### config.mk
export PLATFORM = sky130hd
export DESIGN_NAME = redriver_mode_ctrl
export DESIGN_NICKNAME = d
export VERILOG_FILES = /design/src/rtl/redriver_pkg.sv /design/src/rtl/dpcd_if.sv /design/src/rtl/redriver_mode_ctrl.sv /design/src/rtl/dpcd_regs.sv
export SDC_FILE = /design/constraint.sdc
export NUM_CORES = 1
export LEC_CHECK = 0
export BUFFER_PORTS_ARGS = -buffer_cell sky130_fd_sc_hd__buf_2
export CAP_MARGIN = 10
export CORE_MARGIN = 4
export CORE_UTILIZATION = 44
export CTS_BUF_LIST = sky130_fd_sc_hd__clkbuf_16
export CTS_CLUSTER_DIAMETER = 80
export DETAILED_ROUTE_END_ITERATION = 7
export PLACE_DENSITY = 0.76
export SYNTH_ARGS = -nofsm -noshare
export SYNTH_HDL_FRONTEND = slang
export SYNTH_SLANG_ARGS = --single-unit
### constraint.sdc
create_clock -name core_clk -period 1.9 [get_ports core_clk]
set_input_delay 0.095 -clock core_clk [delete_from_list [all_inputs] [get_ports core_clk]]
set_output_delay 0.095 -clock core_clk [all_outputs]
set_load 0.05 [all_outputs]
### src/rtl/redriver_pkg.sv
package redriver_pkg;
  // ==========================================================
  // Configuration register addresses
  localparam logic [19:0] addr_link_rate = 20'h00100;
  localparam logic [19:0] addr_lane_count = 20'h00101;
  localparam logic [19:0] addr_lane0 = 20'h00103;
  localparam logic [19:0] addr_lane3 = 20'h00106;
  localparam int num_lanes = 4;
  // ==========================================================
  // Link rate codes
  typedef enum logic [1:0] {rate_1g62, rate_2g7, rate_5g4} rate_type;
  localparam rate_type rate_reset = rate_2g7;
  localparam logic [7:0] rate_wr_1g62 = 8'h06;
  localparam logic [7:0] rate_wr_2g7 = 8'h0A;
  localparam logic [7:0] rate_wr_5g4 = 8'h14;
  localparam logic [7:0] rate_rd_1g62 = 8'h00;
  localparam logic [7:0] rate_rd_2g7 = 8'h01;
  localparam logic [7:0] rate_rd_5g4 = 8'h02;
  // ==========================================================
  // Lane count and training fields
  localparam int lane_count_msb = 4;
  localparam logic [4:0] lane_count_reset = 5'h00;
  localparam logic [4:0] lanes_one = 5'h01;
  localparam logic [4:0] lanes_two = 5'h02;
  localparam logic [4:0] lanes_four = 5'h04;
  localparam logic [3:0] mask_none = 4'h0;
  localparam logic [3:0] mask_one = 4'h1;
  localparam logic [3:0] mask_two = 4'h3;
  localparam logic [3:0] mask_four = 4'hF;
  localparam int swing_lsb = 0;
  localparam int pre_wr_lsb = 3;
  localparam logic [1:0] level_reset = 2'h0;
  localparam logic [2:0] level_sum_max = 3'h3;
  // ==========================================================
  // Modes
  typedef enum logic [2:0] {
    mode_standby, mode_dp_active, mode_d3, mode_hdmi_active,
    mode_compliance
  } mode_type;
  localparam logic [3:0] eq_max = 4'hF;
endpackage

### src/rtl/dpcd_if.sv
`timescale 1ns/1ps
`default_nettype none
interface dpcd_if;
  logic wr_en;
  logic [19:0] wr_addr;
  logic [7:0] wr_data;
  logic [19:0] rd_addr;
  logic [7:0] rd_data;
  redriver_pkg::rate_type rate;
  logic [3:0] lane_mask;
  logic [7:0] swing;
  logic [7:0] preemph;
  logic invalid;
  modport regs (
    input wr_en, wr_addr, wr_data, rd_addr,
    output rd_data, rate, lane_mask, swing, preemph, invalid
  );
  modport ctrl (
    output wr_en, wr_addr, wr_data, rd_addr,
    input rd_data, rate, lane_mask, swing, preemph, invalid
  );
endinterface
`default_nettype wire

### src/rtl/redriver_mode_ctrl.sv
`timescale 1ns/1ps
`default_nettype none
module redriver_mode_ctrl (
  input wire logic core_clk,
  input wire logic resetn,
  // Pins from the sinks and board
  input wire logic device_enable_in,
  input wire logic hdmi_sink_hotplug_in,
  input wire logic dp_sink_hotplug_in,
  input wire logic sink_cable_detect_in,
  input wire logic priority_in,
  input wire logic squelch_in,
  input wire logic [3:0] ctrl_eq_in,
  // Local I2C register side
  input wire logic i2c_wr,
  input wire logic [19:0] i2c_addr,
  input wire logic [7:0] i2c_wdata,
  input wire logic [19:0] i2c_rd_addr,
  output logic [7:0] i2c_rdata,
  input wire logic cfg_compliance_en,
  input wire logic cfg_host_hotplug,
  input wire logic cfg_host_cable_detect,
  input wire logic cfg_train_override,
  input wire logic cfg_eq_override,
  input wire logic [1:0] cfg_swing,
  input wire logic [1:0] cfg_preemph,
  input wire logic [3:0] cfg_eq,
  // Decoded sideband transactions
  input wire logic sb_manchester,
  input wire logic sb_valid,
  input wire logic sb_write,
  input wire logic [19:0] sb_addr,
  input wire logic [7:0] sb_wdata,
  input wire logic sb_d3_enter,
  input wire logic sb_d3_exit,
  // Outputs
  output logic host_hotplug_out,
  output logic host_cable_detect_out,
  output logic tmds_mode,
  output logic output_disable,
  output logic [3:0] lane_enable,
  output logic [7:0] lane_swing,
  output logic [7:0] lane_preemph,
  output logic [3:0] eq_setting,
  output logic [1:0] link_rate,
  output var redriver_pkg::mode_type mode
);
  localparam int pin_count = 9;

  logic [pin_count-1:0] pin_raw;
  logic [pin_count-1:0] pin_meta_q;
  logic [pin_count-1:0] pin_sync_q;
  logic en_s;
  logic hdmi_hpd_s;
  logic dp_hpd_s;
  logic cad_s;
  logic prio_s;
  logic squelch_s;
  logic [3:0] ctrl_eq_s;

  redriver_pkg::mode_type mode_q;
  redriver_pkg::mode_type mode_d;
  logic host_hpd_q;
  logic host_hpd_d;
  logic host_cad_q;
  logic host_cad_d;
  logic disable_q;
  logic disable_d;
  logic tmds_q;
  logic tmds_d;
  logic [3:0] lane_en_q;
  logic [3:0] lane_en_d;
  logic [7:0] swing_q;
  logic [7:0] swing_d;
  logic [7:0] pre_q;
  logic [7:0] pre_d;
  logic [3:0] eq_q;
  logic [3:0] eq_d;
  logic [1:0] rate_q;
  logic [7:0] rdata_q;

  logic active_mode;
  logic dp_family;
  logic dp_signalling;
  logic monitor_on;
  logic sb_training_addr;
  logic sb_take;
  logic squelch_off;
  logic invalid_off;
  logic [3:0] eq_local;
  logic [4:0] eq_boosted;
  logic [3:0] eq_dp;
  logic [1:0] rate_boost;

  dpcd_if dpcd ();

  dpcd_regs u_regs (
    .core_clk(core_clk),
    .resetn(resetn),
    .bus(dpcd.regs)
  );

  // ==========================================================
  // Pin synchronisers
  assign pin_raw = {ctrl_eq_in, squelch_in, priority_in,
    sink_cable_detect_in, dp_sink_hotplug_in, hdmi_sink_hotplug_in};

  for (genvar b = 0; b < pin_count; b++) begin : g_sync
    always_ff @(posedge core_clk or negedge resetn) begin
      if (!resetn) begin
        pin_meta_q[b] <= 1'b0;
        pin_sync_q[b] <= 1'b0;
      end else begin
        pin_meta_q[b] <= pin_raw[b];
        pin_sync_q[b] <= pin_meta_q[b];
      end
    end
  end

  logic en_meta_q;
  logic en_sync_q;
  always_ff @(posedge core_clk or negedge resetn) begin
    if (!resetn) begin
      en_meta_q <= 1'b0;
      en_sync_q <= 1'b0;
    end else begin
      en_meta_q <= device_enable_in;
      en_sync_q <= en_meta_q;
    end
  end

  assign en_s = en_sync_q;
  assign hdmi_hpd_s = pin_sync_q[0];
  assign dp_hpd_s = pin_sync_q[1];
  assign cad_s = pin_sync_q[2];
  assign prio_s = pin_sync_q[3];
  assign squelch_s = pin_sync_q[4];
  assign ctrl_eq_s = pin_sync_q[8:5];

  // ==========================================================
  // Mode selection
  always_comb begin
    mode_d = mode_q;
    case (mode_q)
      redriver_pkg::mode_standby: begin
        if (hdmi_hpd_s && (prio_s || !dp_hpd_s)) begin
          mode_d = redriver_pkg::mode_hdmi_active;
        end else if (dp_hpd_s) begin
          mode_d = redriver_pkg::mode_dp_active;
        end
      end
      redriver_pkg::mode_dp_active: begin
        if (!dp_hpd_s || (hdmi_hpd_s && prio_s)) begin
          mode_d = redriver_pkg::mode_standby;
        end else if (sb_d3_enter && monitor_on) begin
          mode_d = redriver_pkg::mode_d3;
        end
      end
      redriver_pkg::mode_d3: begin
        if (!dp_hpd_s) begin
          mode_d = redriver_pkg::mode_standby;
        end else if (sb_d3_exit && monitor_on) begin
          mode_d = redriver_pkg::mode_dp_active;
        end
      end
      redriver_pkg::mode_hdmi_active: begin
        if (!hdmi_hpd_s || (dp_hpd_s && !prio_s)) begin
          mode_d = redriver_pkg::mode_standby;
        end
      end
      redriver_pkg::mode_compliance: begin
        if (!cfg_compliance_en) begin
          mode_d = redriver_pkg::mode_standby;
        end
      end
      default: mode_d = redriver_pkg::mode_standby;
    endcase
    // Compliance overrides every sink input
    if (cfg_compliance_en) begin
      mode_d = redriver_pkg::mode_compliance;
    end
    if (!en_s) begin
      mode_d = redriver_pkg::mode_standby;
    end
  end

  // ==========================================================
  // Mode decode
  assign active_mode = mode_q == redriver_pkg::mode_dp_active
    || mode_q == redriver_pkg::mode_hdmi_active
    || mode_q == redriver_pkg::mode_compliance;
  assign dp_family = mode_q == redriver_pkg::mode_dp_active
    || mode_q == redriver_pkg::mode_d3
    || mode_q == redriver_pkg::mode_compliance;
  // Cable-detect picks TMDS on the DP port
  assign dp_signalling = (mode_q == redriver_pkg::mode_dp_active
    || mode_q == redriver_pkg::mode_d3) && !cad_s;
  assign tmds_d = mode_q == redriver_pkg::mode_hdmi_active
    || ((mode_q == redriver_pkg::mode_dp_active) && cad_s);
  assign monitor_on = dp_signalling && sb_manchester;

  // ==========================================================
  // Sideband snoop and write merge
  assign sb_training_addr = sb_addr == redriver_pkg::addr_link_rate
    || sb_addr == redriver_pkg::addr_lane_count
    || (sb_addr >= redriver_pkg::addr_lane0
        && sb_addr <= redriver_pkg::addr_lane3);
  assign sb_take = monitor_on && sb_valid && sb_write
    && sb_training_addr && !cfg_train_override;
  // Local I2C wins a same-cycle collision
  assign dpcd.wr_en = i2c_wr || sb_take;
  assign dpcd.wr_addr = i2c_wr ? i2c_addr : sb_addr;
  assign dpcd.wr_data = i2c_wr ? i2c_wdata : sb_wdata;
  assign dpcd.rd_addr = i2c_rd_addr;

  // ==========================================================
  // Output disable
  assign squelch_off = active_mode && squelch_s;
  assign invalid_off = dp_family && !tmds_d && dpcd.invalid;
  assign disable_d = squelch_off || invalid_off;

  // ==========================================================
  // Host hot-plug and cable-detect
  assign host_hpd_d = mode_q == redriver_pkg::mode_compliance
    ? cfg_host_hotplug
    : mode_q != redriver_pkg::mode_standby;
  assign host_cad_d = mode_q == redriver_pkg::mode_compliance
    ? cfg_host_cable_detect
    : tmds_d;

  // ==========================================================
  // Signal conditioning selection
  assign eq_local = cfg_eq_override ? cfg_eq : ctrl_eq_s;
  assign rate_boost = dpcd.rate == redriver_pkg::rate_1g62 ? 2'h0
    : dpcd.rate == redriver_pkg::rate_2g7 ? 2'h1 : 2'h2;
  assign eq_boosted = {1'b0, eq_local} + {3'h0, rate_boost};
  assign eq_dp = eq_boosted[4] ? redriver_pkg::eq_max : eq_boosted[3:0];

  always_comb begin
    swing_d = {4{cfg_swing}};
    pre_d = {4{cfg_preemph}};
    eq_d = eq_local;
    if (mode_q == redriver_pkg::mode_compliance) begin
      swing_d = {4{cfg_swing}};
      pre_d = {4{cfg_preemph}};
      eq_d = cfg_eq;
    end else if (dp_signalling && !cfg_train_override) begin
      swing_d = dpcd.swing;
      pre_d = dpcd.preemph;
      eq_d = eq_dp;
    end
  end

  for (genvar l = 0; l < redriver_pkg::num_lanes; l++) begin : g_lane_en
    assign lane_en_d[l] = !disable_d && !(mode_q == redriver_pkg::mode_standby)
      && !(mode_q == redriver_pkg::mode_d3)
      && (tmds_d || dpcd.lane_mask[l]);
  end

  // ==========================================================
  // State registers
  always_ff @(posedge core_clk or negedge resetn) begin
    if (!resetn) begin
      mode_q <= redriver_pkg::mode_standby;
    end else begin
      mode_q <= mode_d;
    end
  end

  // Host outputs low from reset until a mode is chosen
  always_ff @(posedge core_clk or negedge resetn) begin
    if (!resetn) begin
      host_hpd_q <= 1'b0;
    end else begin
      host_hpd_q <= host_hpd_d;
    end
  end

  always_ff @(posedge core_clk or negedge resetn) begin
    if (!resetn) begin
      host_cad_q <= 1'b0;
    end else begin
      host_cad_q <= host_cad_d;
    end
  end

  always_ff @(posedge core_clk or negedge resetn) begin
    if (!resetn) begin
      disable_q <= 1'b0;
      tmds_q <= 1'b0;
    end else begin
      disable_q <= disable_d;
      tmds_q <= tmds_d;
    end
  end

  // ==========================================================
  // Main link output registers
  always_ff @(posedge core_clk or negedge resetn) begin
    if (!resetn) begin
      lane_en_q <= 4'h0;
    end else begin
      lane_en_q <= lane_en_d;
    end
  end

  always_ff @(posedge core_clk or negedge resetn) begin
    if (!resetn) begin
      swing_q <= 8'h00;
      pre_q <= 8'h00;
      eq_q <= 4'h0;
    end else begin
      swing_q <= swing_d;
      pre_q <= pre_d;
      eq_q <= eq_d;
    end
  end

  always_ff @(posedge core_clk or negedge resetn) begin
    if (!resetn) begin
      rate_q <= 2'(redriver_pkg::rate_reset);
    end else begin
      rate_q <= rate_boost;
    end
  end

  always_ff @(posedge core_clk or negedge resetn) begin
    if (!resetn) begin
      rdata_q <= 8'h00;
    end else begin
      rdata_q <= dpcd.rd_data;
    end
  end

  assign host_hotplug_out = host_hpd_q;
  assign host_cable_detect_out = host_cad_q;
  assign tmds_mode = tmds_q;
  assign output_disable = disable_q;
  assign lane_enable = lane_en_q;
  assign lane_swing = swing_q;
  assign lane_preemph = pre_q;
  assign eq_setting = eq_q;
  assign link_rate = rate_q;
  assign i2c_rdata = rdata_q;
  assign mode = mode_q;
endmodule
`default_nettype wire

### src/rtl/dpcd_regs.sv
`timescale 1ns/1ps
`default_nettype none
module dpcd_regs (
  input wire logic core_clk,
  input wire logic resetn,
  dpcd_if.regs bus
);
  redriver_pkg::rate_type rate_q;
  logic [4:0] lane_count_q;
  logic [3:0] lane_bad;
  logic [7:0] lane_rd [redriver_pkg::num_lanes];
  logic count_valid;
  logic rate_hit;
  logic count_hit;
  logic [7:0] rate_rd;
  logic [19:0] rd_index;

  // ==========================================================
  // Link rate and lane count
  assign rate_hit = bus.wr_en && bus.wr_addr == redriver_pkg::addr_link_rate;
  assign count_hit = bus.wr_en
    && bus.wr_addr == redriver_pkg::addr_lane_count;

  always_ff @(posedge core_clk or negedge resetn) begin
    if (!resetn) begin
      rate_q <= redriver_pkg::rate_reset;
      lane_count_q <= redriver_pkg::lane_count_reset;
    end else begin
      if (rate_hit) begin
        case (bus.wr_data)
          redriver_pkg::rate_wr_1g62: rate_q <= redriver_pkg::rate_1g62;
          redriver_pkg::rate_wr_2g7: rate_q <= redriver_pkg::rate_2g7;
          default: rate_q <= redriver_pkg::rate_5g4;
        endcase
      end
      if (count_hit) begin
        lane_count_q <= bus.wr_data[redriver_pkg::lane_count_msb:0];
      end
    end
  end

  assign count_valid = lane_count_q == redriver_pkg::lane_count_reset
    || lane_count_q == redriver_pkg::lanes_one
    || lane_count_q == redriver_pkg::lanes_two
    || lane_count_q == redriver_pkg::lanes_four;
  assign bus.lane_mask = !count_valid ? redriver_pkg::mask_none
    : lane_count_q == redriver_pkg::lanes_one ? redriver_pkg::mask_one
    : lane_count_q == redriver_pkg::lanes_two ? redriver_pkg::mask_two
    : lane_count_q == redriver_pkg::lanes_four ? redriver_pkg::mask_four
    : redriver_pkg::mask_none;

  // ==========================================================
  // Per-lane training registers
  for (genvar i = 0; i < redriver_pkg::num_lanes; i++) begin : g_lane
    logic [1:0] swing_q;
    logic [1:0] pre_q;
    logic hit;
    assign hit = bus.wr_en
      && bus.wr_addr == redriver_pkg::addr_lane0 + 20'(i);
    always_ff @(posedge core_clk or negedge resetn) begin
      if (!resetn) begin
        swing_q <= redriver_pkg::level_reset;
        pre_q <= redriver_pkg::level_reset;
      end else if (hit) begin
        swing_q <= bus.wr_data[redriver_pkg::swing_lsb +: 2];
        pre_q <= bus.wr_data[redriver_pkg::pre_wr_lsb +: 2];
      end
    end
    // Sum above three is forbidden only with pre-emphasis level 2 or 3
    assign lane_bad[i] = ({1'b0, swing_q} + {1'b0, pre_q})
      > redriver_pkg::level_sum_max && pre_q[1];
    assign bus.swing[2*i +: 2] = swing_q;
    assign bus.preemph[2*i +: 2] = pre_q;
    assign lane_rd[i] = {4'h0, pre_q, swing_q};
  end

  assign bus.invalid = !count_valid || (|lane_bad);
  assign bus.rate = rate_q;

  // ==========================================================
  // Read path
  assign rate_rd = rate_q == redriver_pkg::rate_1g62
    ? redriver_pkg::rate_rd_1g62
    : rate_q == redriver_pkg::rate_2g7 ? redriver_pkg::rate_rd_2g7
    : redriver_pkg::rate_rd_5g4;
  assign rd_index = bus.rd_addr - redriver_pkg::addr_lane0;
  assign bus.rd_data = bus.rd_addr == redriver_pkg::addr_link_rate ? rate_rd
    : bus.rd_addr == redriver_pkg::addr_lane_count ? {3'h0, lane_count_q}
    : (bus.rd_addr >= redriver_pkg::addr_lane0
       && bus.rd_addr <= redriver_pkg::addr_lane3)
      ? lane_rd[rd_index[1:0]] : 8'h00;
endmodule
`default_nettype wire

Word level (Yosys, flattened, before mapping)
Index checks and enable logic that the tools add are counted.

operators by class
  shift operators = 0
  equality and inequality tests = 24
  multipliers = 0
  reductions and logical operators = 70
  bitwise gates (word level) = 1
  divide/modulo/power cells = 0
  order comparisons = 9
  multiplexer cells = 37
  add/sub/neg operators = 6

operators by type and width
  operator             number
  $eq 20x9->1 const B  10
  $mux 8               11
  $ge 20x9->1 const B  2
  $le 20x9->1 const B  2
  $logic_and 1x1->1    34
  $mux 4               8
  $mux 3               9
  $logic_or 1x1->1     20
  $mux 20              1
  $bmux 8 s2           1
  $ne 5x5->1 const B   3
  $add 2x2->3          4
  $gt 3x2->1 const B   4
  $pmux 3 s4           1
  $logic_not 1->1      10
  $eq 8x3->1 const B   1
  $eq 8x4->1 const B   1
  $eq 3x2->1 const B   2
  $mux 2               3
  $add 4x2->5          1
  $eq 5x1->1 const B   1
  $eq 5x2->1 const B   1
  $eq 5x3->1 const B   1
  $logic_not 5->1      1
  14 further kinds     15

word-level totals
  bits in registers = 84
  bits of input ports = 107
  bits in writable memories = 0
  output and inout bits = 41
  memories = 0
  latch bits = 0
  memory bits (read-only) = 0

Longest topological paths before layout
Gate-level depths: netlist (run 1).

  depth after elaboration = 12
  mapped depth = 9
  mapped depth without buffers = 8

Hierarchy
A second synthesis (run 1) with hierarchy kept.

second synthesis, totals
  cell total of the unflattened synthesis = 337
  area, all modules = 4267.8 um^2

by module, submodules not included
  module              cells each  area each (um^2)  times used
  redriver_mode_ctrl  202         2708.8            1
  dpcd_regs           135         1559.0            1

Worst setup path after synthesis (run 1)
No wires, ideal clock.

  kind = register to register
  start point = reg mode_q[0] (netlist: mode[0])
  end point = reg u_regs.lane_count_q[0]
  path slack = -451 ps
  stages on the path, launching flop included = 6
  clock period less this slack = 2351 ps
  path buffers = 0
  data arrival time = 2223 ps
  data required time = 1772 ps
  cells stage by stage = dfrtp_1 > xor2_1 > nand3_1 > o41ai_4 > nand3_2 > mux2_1

on the way
  word-level cells in the longest chain between the ends = 10
  elaborated cells between the ends (all ways) = 11
  classes of those cells = 2 x eq/ne; 9 x reduce/logical

ends and longest elaborated chain
  element                                   RTL line                                              text
  start: declaration                        redriver_mode_ctrl.sv:61                              redriver_pkg::mode_type mode_q;
  start signal: assignment                  redriver_mode_ctrl.sv:264                             mode_q <= redriver_pkg::mode_standby;
  start signal: assignment                  redriver_mode_ctrl.sv:266                             mode_q <= mode_d;
  $eq 3x1->1 or $eq 3x2->1 (tied branches)  redriver_mode_ctrl.sv:196, redriver_mode_ctrl.sv:197
  $logic_or 1x1->1 (*)                      redriver_mode_ctrl.sv:197                             || mode_q == redriver_pkg::mode_d3) && !cad_s;
  $logic_and 1x1->1 (*)                     redriver_mode_ctrl.sv:197
  $logic_and 1x1->1 (*)                     redriver_mode_ctrl.sv:200                             assign monitor_on = dp_signalling && sb_manchester;
  $logic_and 1x1->1 (*) (2 in a row)        redriver_mode_ctrl.sv:208                             assign sb_take = monitor_on && sb_valid && sb_write
  $logic_and 1x1->1 (*) (2 in a row)        redriver_mode_ctrl.sv:209                             && sb_training_addr && !cfg_train_override;
  $logic_or 1x1->1 (*)                      redriver_mode_ctrl.sv:211                             assign dpcd.wr_en = i2c_wr || sb_take;
  $logic_and 1x1->1 (*)                     dpcd_regs.sv:22                                       && bus.wr_addr == redriver_pkg::addr_lane_count;
  end signal: assignment                    dpcd_regs.sv:27                                       lane_count_q <= redriver_pkg::lane_count_reset;
  end signal: assignment                    dpcd_regs.sv:37                                       lane_count_q <= bus.wr_data[redriver_pkg::lane_count_msb:0];
  end: declaration                          dpcd_regs.sv:9                                        logic [4:0] lane_count_q;

Mark *: on every way between the ends. The rest lies on a longest branch, timed or not.
A chain may end at the register's enable or synchronous reset.

Final worst setup path (run 1)
  start point = reg u_regs.g_lane[3].swing_q[1]
  end point = reg disable_q (netlist: output_disable)

on the way
  word-level cells in the longest chain between the ends = 7

ends and longest elaborated chain
  element                   RTL line                   text
  start: declaration        dpcd_regs.sv:55            logic [1:0] swing_q;
  start signal: assignment  dpcd_regs.sv:62            swing_q <= redriver_pkg::level_reset;
  start signal: assignment  dpcd_regs.sv:65            swing_q <= bus.wr_data[redriver_pkg::swing_lsb +: 2];
  $add 2x2->3               dpcd_regs.sv:70            assign lane_bad[i] = ({1'b0, swing_q} + {1'b0, pre_q})
  $gt 3x2->1                dpcd_regs.sv:71            > redriver_pkg::level_sum_max && pre_q[1];
  $logic_and 1x1->1         dpcd_regs.sv:71
  $reduce_or 4->1           dpcd_regs.sv:77            assign bus.invalid = !count_valid || (|lane_bad);
  $logic_or 1x1->1          dpcd_regs.sv:77
  $logic_and 1x1->1         redriver_mode_ctrl.sv:219  assign invalid_off = dp_family && !tmds_d && dpcd.invalid;
  $logic_or 1x1->1          redriver_mode_ctrl.sv:220  assign disable_d = squelch_off || invalid_off;
  named net disable_d       redriver_mode_ctrl.sv:68   logic disable_d;
  end signal: assignment    redriver_mode_ctrl.sv:292  disable_q <= disable_d;
  end: declaration          redriver_mode_ctrl.sv:67   logic disable_q;

The timed path passes the listed nets, and every way through them passes these cells.

==> metrics.cfg, run 1 <==
[status]
status = finished, violations left
violations = negative setup slack

[floorplan]
die_x_um = 101.8
dieArea_mm2 = 0.01036
die_h_um = 101.8
initial_core_util_pct = 46.17
io_pins = 148
core_mm2 = 0.008382
rows = 33

[worst_setup_path]
r2r-end = output_disable
end_kind = flop
criticalPathCategory = flop to flop
crit_end = output_disable
critPathMaxFanout = 3
cp_data_arrival_time_ps = 2180
startpoint = u_regs.g_lane[3].swing_q[1]
cp.required_ps = 2100
critical_path.startpoint_type = flop
reg2reg_slack_ps = -80
r2r_cells = 6
reg2reg_from = u_regs.g_lane[3].swing_q[1]

[power]
p_sw_share_pct = 26.60
power_leakage_nw = 2.793
p_sw_w = 0.001093
p_seq_share_pct = 43.7
power.density_mw_per_mm2 = 735.4
power.share.clock_pct = 40.0
power_frac_comb_pct = 16.3
p_int_w = 0.003017
irDropWorstVdd_uv = 505.6

[sta]
report.final.hold_viol_count = 0
drv_slew = 0
rsz0062_at_grt = yes
fin_ws_ps = -78.84
timing.final.crit_share_pct = 104.1
tightest_slew_ps = 591.2
finalSetupViolations = 28
fin_skew_ps = 6.212
fmax_mhz = 505.3
slew_headroom_pct = 60.22
whs_ps = 18.28
period_needed_ps = 1979

[finish]
final_area_mm2 = 0.005589
area_growth_pct = 44.42
diodes = 0
drive_gt1_share_pct = 45.27
nets = 664

[synthesis]
synth_edf_count = 0
synth_cell_type_count = 55
avgSynthCellArea_um2 = 10.87
synth-seq-cells = 80
syn_area_mm2 = 0.003870
ys.flop_type = dfrtp_1
syn_inst = 356
yosys_warnings = 0
synth_async_sr_flop_share_pct = 100.0
ys_seq_area_share_pct = 51.79

[hold_path]
hold_class = input pin to flop

[detailed_routing]
drtIter0Drc = 115
vias_per_cell = 5.231
vias = 3426
drt_wl_total_um = 10130
drt-pass1-iter-count = 6
drt-wirelength-per-cell_um = 15.46
remaining_drc_errors = 0
ant_nets = 0

[clocking]
clk_path_buf_depth = 2
clkSlewWorstSetupHoldPaths_ps = 60
cts_tree = done
cts_buffers = 9
numClockSinks = 80
clockRootBuffer = clkbuf_16
clk_latency_ps = 330
cts_htree_levels = 3

[global_routing]
antenna_found_initial = 0
grt_pass1_vias = 3484
overflow = 0
grt_pass1_wl_um = 16400
grt_max_degree = 45
grt.total_usage_pct = 20.32

[placed_design]
dp_hpwl_um = 7920
finalWeightedCongestion = 0.8724
placed_area_mm2 = 0.004971
numPortBuffers = 144

[run]
maxCapViolCount = 0

==> placed cells by master, fill, tap and decap left out, drive strengths merged, types with 3 or more instances in the layout <==
master and instances:
nand4 5, buf 178, nor3b 3, or4 6
mux2i 6, nor2b 4, dfrtp 78, dlygate4sd3 15
inv 15, a31oi 5, a22oi 4, nor2 25
a21oi 8, mux2 27, clkbuf 9, a221oi 4
clkinv 3, nand3b 3, ha 10, nand2b 4
o21ai 11, nor4 11, mux4 4, conb 3
nand3 7, nor3 9, nand2 52
==> state kept, by name, summed over array words and instances, names as in the netlist, 3 cells and up <==
register	flops
ctrl_eq_s	4
eq_setting	4
i2c_rdata	5
lane_enable	3
lane_preemph	8
lane_swing	8
mode	3
pin_meta_q	9
u_regs.g_lane.pre_q	8
u_regs.g_lane.swing_q	8
u_regs.lane_count_q	5
==> worst min-delay path by stage <==
stage,from,endpoint,slack [ps],cells past startpoint
floorplan,resetn,cad_s,-200,0
CTS,cfg_eq[0],eq_setting[0],20,3
finish,cfg_eq[0],eq_setting[0],20,3
detailed placement,resetn,pin_meta_q[1],120,1
global placement,resetn,pin_meta_q[1],110,1
global route,cfg_eq[3],eq_setting[3],30,3
==> per-stage QoR <==
| stage | worst slack [ps] | std cells | util (%) | power (W) | setup TNS (ps) |
|---|---|---|---|---|---|
| after floorplan | -336.7 | 358 | - | 0.002191 | -7237 |
| after global routing | -174.5 | 655 | 66.68 | 0.004282 | -3427 |
| final | -78.84 | 655 | 66.68 | 0.004110 | -1020 |
| after global placement | -387.4 | 623 | 59.31 | 0.002444 | -8814 |
| after detailed placement | -425.1 | 623 | 59.31 | 0.002460 | -9669 |
| after CTS | -49.00 | 653 | 65.88 | 0.004135 | -877.6 |
==> cells by family after synthesis <==
family,count (synthesis),share of synthesized area (%)
and+or+nand+nor,140,18.43
DFF,80,51.79
AOI/OAI and AO/OA,52,9.894
muxes,37,11.74
buffers and inverters,31,3.395
adders and majority gates,11,3.750
xor gates and xnor gates,4,0.9054
other,1,0.09690
==> worst max-delay path, stage by stage, from the launching register on <==
cell and delay, ps:
dfrtp_1 390, ha_2 180, a222oi_1 420, o2111ai_2 240
or3_4 400, a21oi_2 120, o221ai_1 110
==> timing repair <==
| action | CTS | global route |
|---|---|---|
| resized for setup | 24 | 12 |
| hold buffers | 15 | 0 |
| hold endpoints to repair | 55 | 0 |
| pin swaps | 7 | 10 |
| endpoints found under the setup margin | 31 | 31 |
| setup buffers | 0 | 2 |
| cloned | 0 | 0 |
==> layer usage <==
metal  part of all wire (%)  track usage [%]  up-vias
met5                      0                0        -
met3                    8.7            4.821       14
met2                     48            34.66      146
met4                    1.7            6.851        0
met1                     42            25.41     1607
li1                       -                -     1659
==> synthesized netlist by cell type, types with 3 or more instances <==
library cell,count,share of area (%)
nand3_1,3,0.39
nor4_1,11,1.8
dfrtp_1,78,50
nor3b_1,3,0.58
mux2_1,20,5.8
o21ai_0,11,1.4
mux4_2,4,2.3
nor2b_1,4,0.65
nand2_1,52,5.0
nor3_1,9,1.2
nor2_1,25,2.4
nand3b_1,3,0.58
or4_1,6,1.2
buf_4,4,0.78
a31oi_1,5,0.81
mux2_2,7,2.0
nand2b_1,4,0.65
a221oi_1,4,0.91
a21oi_1,8,1.0
inv_1,15,1.5
nand4_1,4,0.65
nand3_2,4,1.0
clkbuf_1,11,1.1
a22oi_1,4,0.78
ha_1,10,3.2
mux2i_1,6,1.6
==> power groups by stage <==
stage	Sequential (W)	Combinational, W	Clock, W
floorplan	0.00200	0.000192	0
global placement	0.00182	0.000621	0
detailed placement	0.00183	0.000634	0
CTS	0.00180	0.000666	0.00167
global route	0.00180	0.000728	0.00175
finish	0.00180	0.000671	0.00164
==> cell type report <==
cell class	count	area, um^2
Timing Repair Buffer	193	1159
Tap cell	105	131.4
Clock buffer	9	225.2
Inverter	15	56.30
Multi-Input combinational cell	247	1949
Clock inverter	6	61.31
Sequential cell	80	2007
Fill cell	648	2793
(Power assumes the default switching activity.)
==> run 2: changes to the inputs <==
RECOVER_POWER = 25   (was not set)
==> run 2 against run 1 <==
- the run still ends with negative setup slack left
- global-route usage stayed put
- critical path depth unchanged
- largest cell class unchanged
- clock skew hardly changed
==> metrics.cfg, run 2 (same netlist as run 1, synthesis figures left out) <==
[clocking]
cts_htree_levels = 3  ; unchanged
clockRootBuffer = clkbuf_16
clkSlewWorstSetupHoldPaths_ps = 60  ; about the same
clk_path_buf_depth = 2  ; unchanged
numClockSinks = 80  ; unchanged
cts_buffers = 9  ; unchanged
clk_latency_ps = 330  ; about the same
cts_tree = done

[sta]
whs_ps = 17.96  ; -0.3194 ps
timing.final.crit_share_pct = 104.3  ; +0.12 points
rsz0062_at_grt = yes
fin_skew_ps = 6.208  ; -0.004390 ps
fin_ws_ps = -81.06  ; -2.216 ps
period_needed_ps = 1981  ; +2.216 ps
report.final.hold_viol_count = 0  ; unchanged
drv_slew = 0  ; unchanged
tightest_slew_ps = 1071  ; +479.9 ps
fin_tns_setup_ps = -1022  ; -1.910 ps
finalSetupViolations = 28  ; unchanged
fmax_mhz = 504.8  ; -0.11%
slew_headroom_pct = 28.59  ; -32 points

[worst_setup_path]
critPathBufInv = 0  ; unchanged
path_delay_family = compound AO/OA/AOI/OAI gates
criticalPathCategory = flop to flop
critPathMaxFanout = 3  ; unchanged
end_kind = flop
critical_path.startpoint_type = flop
crit_chain = ha_2 > a222oi_1 > o2111ai_2 > or3_4 > a21oi_2 > o221ai_1
critPathSlowestCell = a222oi_1
cp.required_ps = 2100  ; about the same
slowest_delay_ps = 420  ; about the same
cp_data_arrival_time_ps = 2180  ; about the same

[finish]
num-fill-cells = 649  ; +0.15%
nets = 664  ; unchanged
largest_reg_flops = 9  ; unchanged
diodes = 0  ; unchanged
regMostFlops = pin_meta_q
final_common_cell = buf_2
final_core_util_pct = 66.61  ; -0.075 points
drive_gt1_share_pct = 45.09  ; -0.18 points
final_cell_mix = 142 x buf_2, 76 x dfrtp_1, 52 x nand2_1
area_growth_pct = 44.26

[power]
power_w = 0.004110  ; about the same
power.density_mw_per_mm2 = 736.1  ; about the same
p_sw_w = 0.001093  ; about the same
p_int_w = 0.003016  ; about the same
p_seq_share_pct = 43.7  ; about the same
power.share.clock_pct = 40.0  ; about the same
irDropWorstVdd_uv = 506.2  ; +0.14%
power_frac_comb_pct = 16.3  ; about the same
power_leakage_nw = 2.788  ; -0.18%
p_sw_share_pct = 26.61  ; about the same

[detailed_routing]
drtIter0Drc = 115  ; unchanged
vias = 3428  ; +0.058%
drt-wirelength-per-cell_um = 15.45  ; about the same
remaining_drc_errors = 0  ; unchanged
drt-pass1-iter-count = 4  ; -2
ant_nets = 0  ; unchanged
vias_per_cell = 5.234  ; about the same
drt_wl_total_um = 10120  ; about the same

[run]
maxCapViolCount = 0  ; unchanged

[global_routing]
grt_pass1_wl_um = 16400  ; unchanged
grt_max_degree = 45  ; unchanged
grt_pass1_vias = 3484  ; unchanged
grt.total_usage_pct = 20.32  ; unchanged
overflow = 0  ; unchanged
antenna_found_initial = 0  ; unchanged

[floorplan]
initial_core_util_pct = 46.17  ; unchanged
io_pins = 148  ; unchanged
rows = 33  ; unchanged
die_x_um = 101.8  ; unchanged
core_mm2 = 0.008382  ; unchanged
die_h_um = 101.8  ; unchanged
dieArea_mm2 = 0.01036  ; unchanged

[placed_design]
numPortBuffers = 144  ; unchanged
finalWeightedCongestion = 0.8724  ; unchanged
dp_hpwl_um = 7920  ; unchanged

[hold_path]
hold_class = input pin to flop

[status]
status = finished, violations left
violations = negative setup slack

-- run 2: cell types whose count changed in the layout (fill, tap and decap cells not counted) --
cell and delta:
buf_4 -2, clkbuf_1 +1, clkbuf_2 +1
-- run 2: repair_timing --
action / in CTS / in global routing
endpoints found under the setup margin: 31 / 31
setup buffers: 0 / 2
hold buffers: 15 / 0
resized for setup: 24 / 12
pin swaps: 7 / 10
cloned: 0 / 0
endpoints found under the hold margin: 55 / 0
-- run 2: worst register-to-register path: stages (launching register included) --
cell and delay, ps:
dfrtp_1 390, ha_2 180, a222oi_1 420, o2111ai_2 240
or3_4 400, a21oi_2 120, o221ai_1 110
-- run 2: metrics by stage --
stage / instances / setup WS (ps) / instance area (um^2)
after floorplan: 358 / -336.7 / 3939
after global placement: 623 / -387.4 / 4971
after detailed placement: 623 / -425.1 / 4971
after CTS: 653 / -49.00 / 5522
after global routing: 655 / -174.5 / 5583
final: 655 / -81.06 / 5583
-- run 2: power groups by stage --
stage / sequential, W / clock [W] / combinational, W
6_report: 0.00180 / 0.00164 / 0.000671
2_1_floorplan: 0.00200 / 0 / 0.000192
4_1_cts: 0.00180 / 0.00167 / 0.000666
3_5_place_dp: 0.00183 / 0 / 0.000634
5_1_grt: 0.00180 / 0.00175 / 0.000728
3_3_place_gp: 0.00182 / 0 / 0.000621
-- run 2: per-layer routing --
| layer | wire length [um] | up-vias | track usage [%] | share of wire (%) |
|---|---|---|---|---|
| li1 | - | 1659 | - | - |
| met1 | 4226 | 1608 | 25.41 | 42 |
| met2 | 4874 | 149 | 34.66 | 48 |
| met3 | 870 | 12 | 4.821 | 8.6 |
| met4 | 149 | 0 | 6.851 | 1.5 |
| met5 | 0 | - | 0 | 0 |
-- run 2: final timing paths --
kind	from	to	slack (ps)	cells past startpoint
worst max-delay path	u_regs.g_lane[3].swing_q[1]	output_disable	-80	6
worst min-delay path	cfg_eq[0]	eq_setting[0]	20	3
worst max register to register	u_regs.g_lane[3].swing_q[1]	output_disable	-80	6
worst min register to register	pin_meta_q[1]	dp_hpd_s	350	0
max in group asynchronous	resetn	lane_preemph[2]	500	3
min in group asynchronous	resetn	pin_meta_q[0]	500	2
-- run 2: layout make-up --
type                            instances  area (um^2)  area share [%]
Sequential cell                        80         2007           35.95
Multi-Input combinational cell        247         1949           34.92
Timing Repair Buffer                  193         1152           20.64
Clock buffer                            9        225.2           4.034
Tap cell                              105        131.4           2.353
Clock inverter                          6        61.31           1.098
Inverter                               15        56.30           1.009
==> run 3: changes to the inputs <==
PLACE_DENSITY = 0.74   (was 0.76)
==> run 3 against run 2 <==
- the flow still finishes with violations (negative setup slack)
- count of clock-buffer cells in the layout unchanged
- register-to-register slack hardly changed
- critical endpoint is now u_regs.lane_count_q[0]
- wire length is 0.12% lower
- final cell count grew 0.46%
- via count increased by 2.0%
- sequential share of layout area decreased by 0.49 points
- clock power rose by 4%
- final area up 1.4%
- critical path type is now input pin to flop
- first-iteration DRC count down 7.8%
- non-clock buffer count increased by 2
- power grew 1.5%
- fmax is essentially flat
==> metrics.cfg, run 3 (same netlist as run 1, synthesis figures left out) <==
[power]
power_leakage_nw = 2.822  ; +1.2%
p_seq_share_pct = 43.1  ; -0.6 points
p_sw_share_pct = 27.42  ; +0.82 points
p_sw_w = 0.001144  ; +4.6%
power.share.clock_pct = 41.0  ; +1.0 points
power_frac_comb_pct = 15.9  ; -0.4 points
power.density_mw_per_mm2 = 736.9  ; +0.11%
irDropWorstVdd_uv = 556.2  ; +9.9%
p_int_w = 0.003027  ; +0.37%

[status]
violations = negative setup slack
status = finished, violations left

[global_routing]
grt.total_usage_pct = 19.99  ; -0.33 points
grt_max_degree = 47  ; +4.4%
overflow = 0  ; unchanged
antenna_found_initial = 0  ; unchanged
grt_pass1_wl_um = 16050  ; -2.1%
grt_pass1_vias = 3485  ; +0.029%

[worst_setup_path]
path_delay_family = simple AND/OR/NAND/NOR gates
criticalPathCategory = input pin to flop
cp.required_ps = 2120  ; +20 ps
crit_chain = buf_6 > or4_4 > or4_4 > o41ai_4 > buf_6 > nand3_4 > mux2_4
cp_data_arrival_time_ps = 2200  ; +20 ps
critical_path.startpoint_type = input pin
critPathSlowestCell = or4_4
critPathMaxFanout = 6  ; +3
slowest_delay_ps = 560  ; +140 ps
critPathBufInv = 2  ; +2
end_kind = flop

[run]
maxCapViolCount = 0  ; unchanged

[detailed_routing]
highest_layer = met4
wl_met2_um = 4958  ; +1.7%
drtIter0Drc = 106  ; -7.8%
drt-wirelength-per-cell_um = 15.36  ; -0.57%
remaining_drc_errors = 0  ; unchanged
wl_met3_um = 881  ; +1.3%
drt_wl_total_um = 10110  ; -0.12%
drt-pass1-iter-count = 4  ; unchanged
vias_per_cell = 5.312  ; +1.5%
vias = 3495  ; +2.0%
wl_met1_um = 4067  ; -3.8%
ant_nets = 0  ; unchanged

[sta]
report.final.hold_viol_count = 0  ; unchanged
fin_skew_ps = 5.008  ; -1.200 ps
drv_slew = 0  ; unchanged
fin_ws_ps = -81.79  ; -0.7303 ps
fin_tns_setup_ps = -1355  ; -332.4 ps
tightest_slew_ps = 1115  ; +43.82 ps
timing.final.crit_share_pct = 104.3  ; about the same
fmax_mhz = 504.6  ; about the same
rsz0062_at_grt = yes
finalSetupViolations = 26  ; -7.1%
period_needed_ps = 1982  ; +0.7303 ps
slew_headroom_pct = 25.67  ; -2.9 points

[floorplan]
io_pins = 148  ; unchanged
dieArea_mm2 = 0.01036  ; unchanged
core_mm2 = 0.008382  ; unchanged
initial_core_util_pct = 46.17  ; unchanged
rows = 33  ; unchanged
die_x_um = 101.8  ; unchanged
die_h_um = 101.8  ; unchanged

[finish]
final_area_mm2 = 0.005660  ; +1.4%
largest_reg_flops = 9  ; unchanged
drive_gt1_share_pct = 46.65  ; +1.6 points
regMostFlops = pin_meta_q
diodes = 0  ; unchanged
area_growth_pct = 46.27
nets = 666  ; +0.30%
final_cell_mix = 142 x buf_2, 76 x dfrtp_1, 52 x nand2_1
final_common_cell = buf_2

[clocking]
cts_buffers = 9  ; unchanged
clk_latency_ps = 340  ; about the same
numClockSinks = 80  ; unchanged
clk_path_buf_depth = 2  ; unchanged
clkSlewWorstSetupHoldPaths_ps = 60  ; about the same
cts_tree = done
cts_htree_levels = 3  ; unchanged
clockRootBuffer = clkbuf_16

[hold_path]
hold_class = input pin to flop

[placed_design]
numPortBuffers = 144  ; unchanged
finalWeightedCongestion = 0.8734  ; +0.11%
dp_hpwl_um = 7615  ; -3.8%
placed_area_mm2 = 0.004971  ; unchanged

[run 3: final timing paths]
path | start | endpoint | slack, ps | cells past startpoint
setup / recovery | sb_addr[16] | u_regs.lane_count_q[0] | -80 | 7
hold / removal | cfg_preemph[0] | lane_preemph[0] | 9 | 3
setup reg to reg | u_regs.g_lane[3].pre_q[1] | output_disable | -80 | 6
hold reg to reg | pin_meta_q[2] | cad_s | 350 | 0
max in group asynchronous | resetn | link_rate[0] | 570 | 3
min in group asynchronous | resetn | pin_meta_q[3] | 520 | 2
[run 3: power groups by stage]
stage / Combinational (W) / Clock, W / Sequential (W)
floorplan: 0.000192 / 0 / 0.00200
global placement: 0.000615 / 0 / 0.00182
detailed placement: 0.000624 / 0 / 0.00183
CTS: 0.000663 / 0.00172 / 0.00180
global route: 0.000722 / 0.00179 / 0.00180
finish: 0.000665 / 0.00171 / 0.00180
[run 3: timing repair]
| item | 4_1_cts | 5_1_grt |
|---|---|---|
| setup endpoints to repair | 31 | 31 |
| pin swaps | 14 | 12 |
| hold buffers | 16 | 0 |
| resized for setup | 34 | 10 |
| setup buffers | 2 | 1 |
| hold endpoints to repair | 59 | 0 |
[run 3: cell type report]
type / instances / area, um^2
flip-flops and latches: 80 / 2007
repair buffers: 195 / 1166
clock buffers: 9 / 225.2
clock inverters: 7 / 72.57
inverters: 15 / 56.30
multi-input cells: 247 / 2002
well taps: 105 / 131.4
fillers: 636 / 2721
[run 3: tightest hold or removal path: cells and delay by family]
family	cells	cell delay, ps
and+or+nand+nor	2	140
buffers and inverters	1	80
[run 3: metrics by stage]
step	hold slack, ps	utilization, %	worst slack, ps	std cells	total power, W
global route	23.98	67.53	-140.7	658	0.004318
global placement	113.8	59.31	-392.1	623	0.002438
floorplan	-200.6	-	-336.7	358	0.002191
detailed placement	132.6	59.31	-445.3	623	0.002450
finish	9.358	67.53	-81.79	658	0.004171
CTS	10.55	66.91	-101.5	657	0.004184
[run 3: metal layers]
layer	vias up	GRT usage, %
met5	-	0
li1	1666	-
met2	162	34.61
met1	1646	24.72
met4	0	7.669
met3	21	3.857
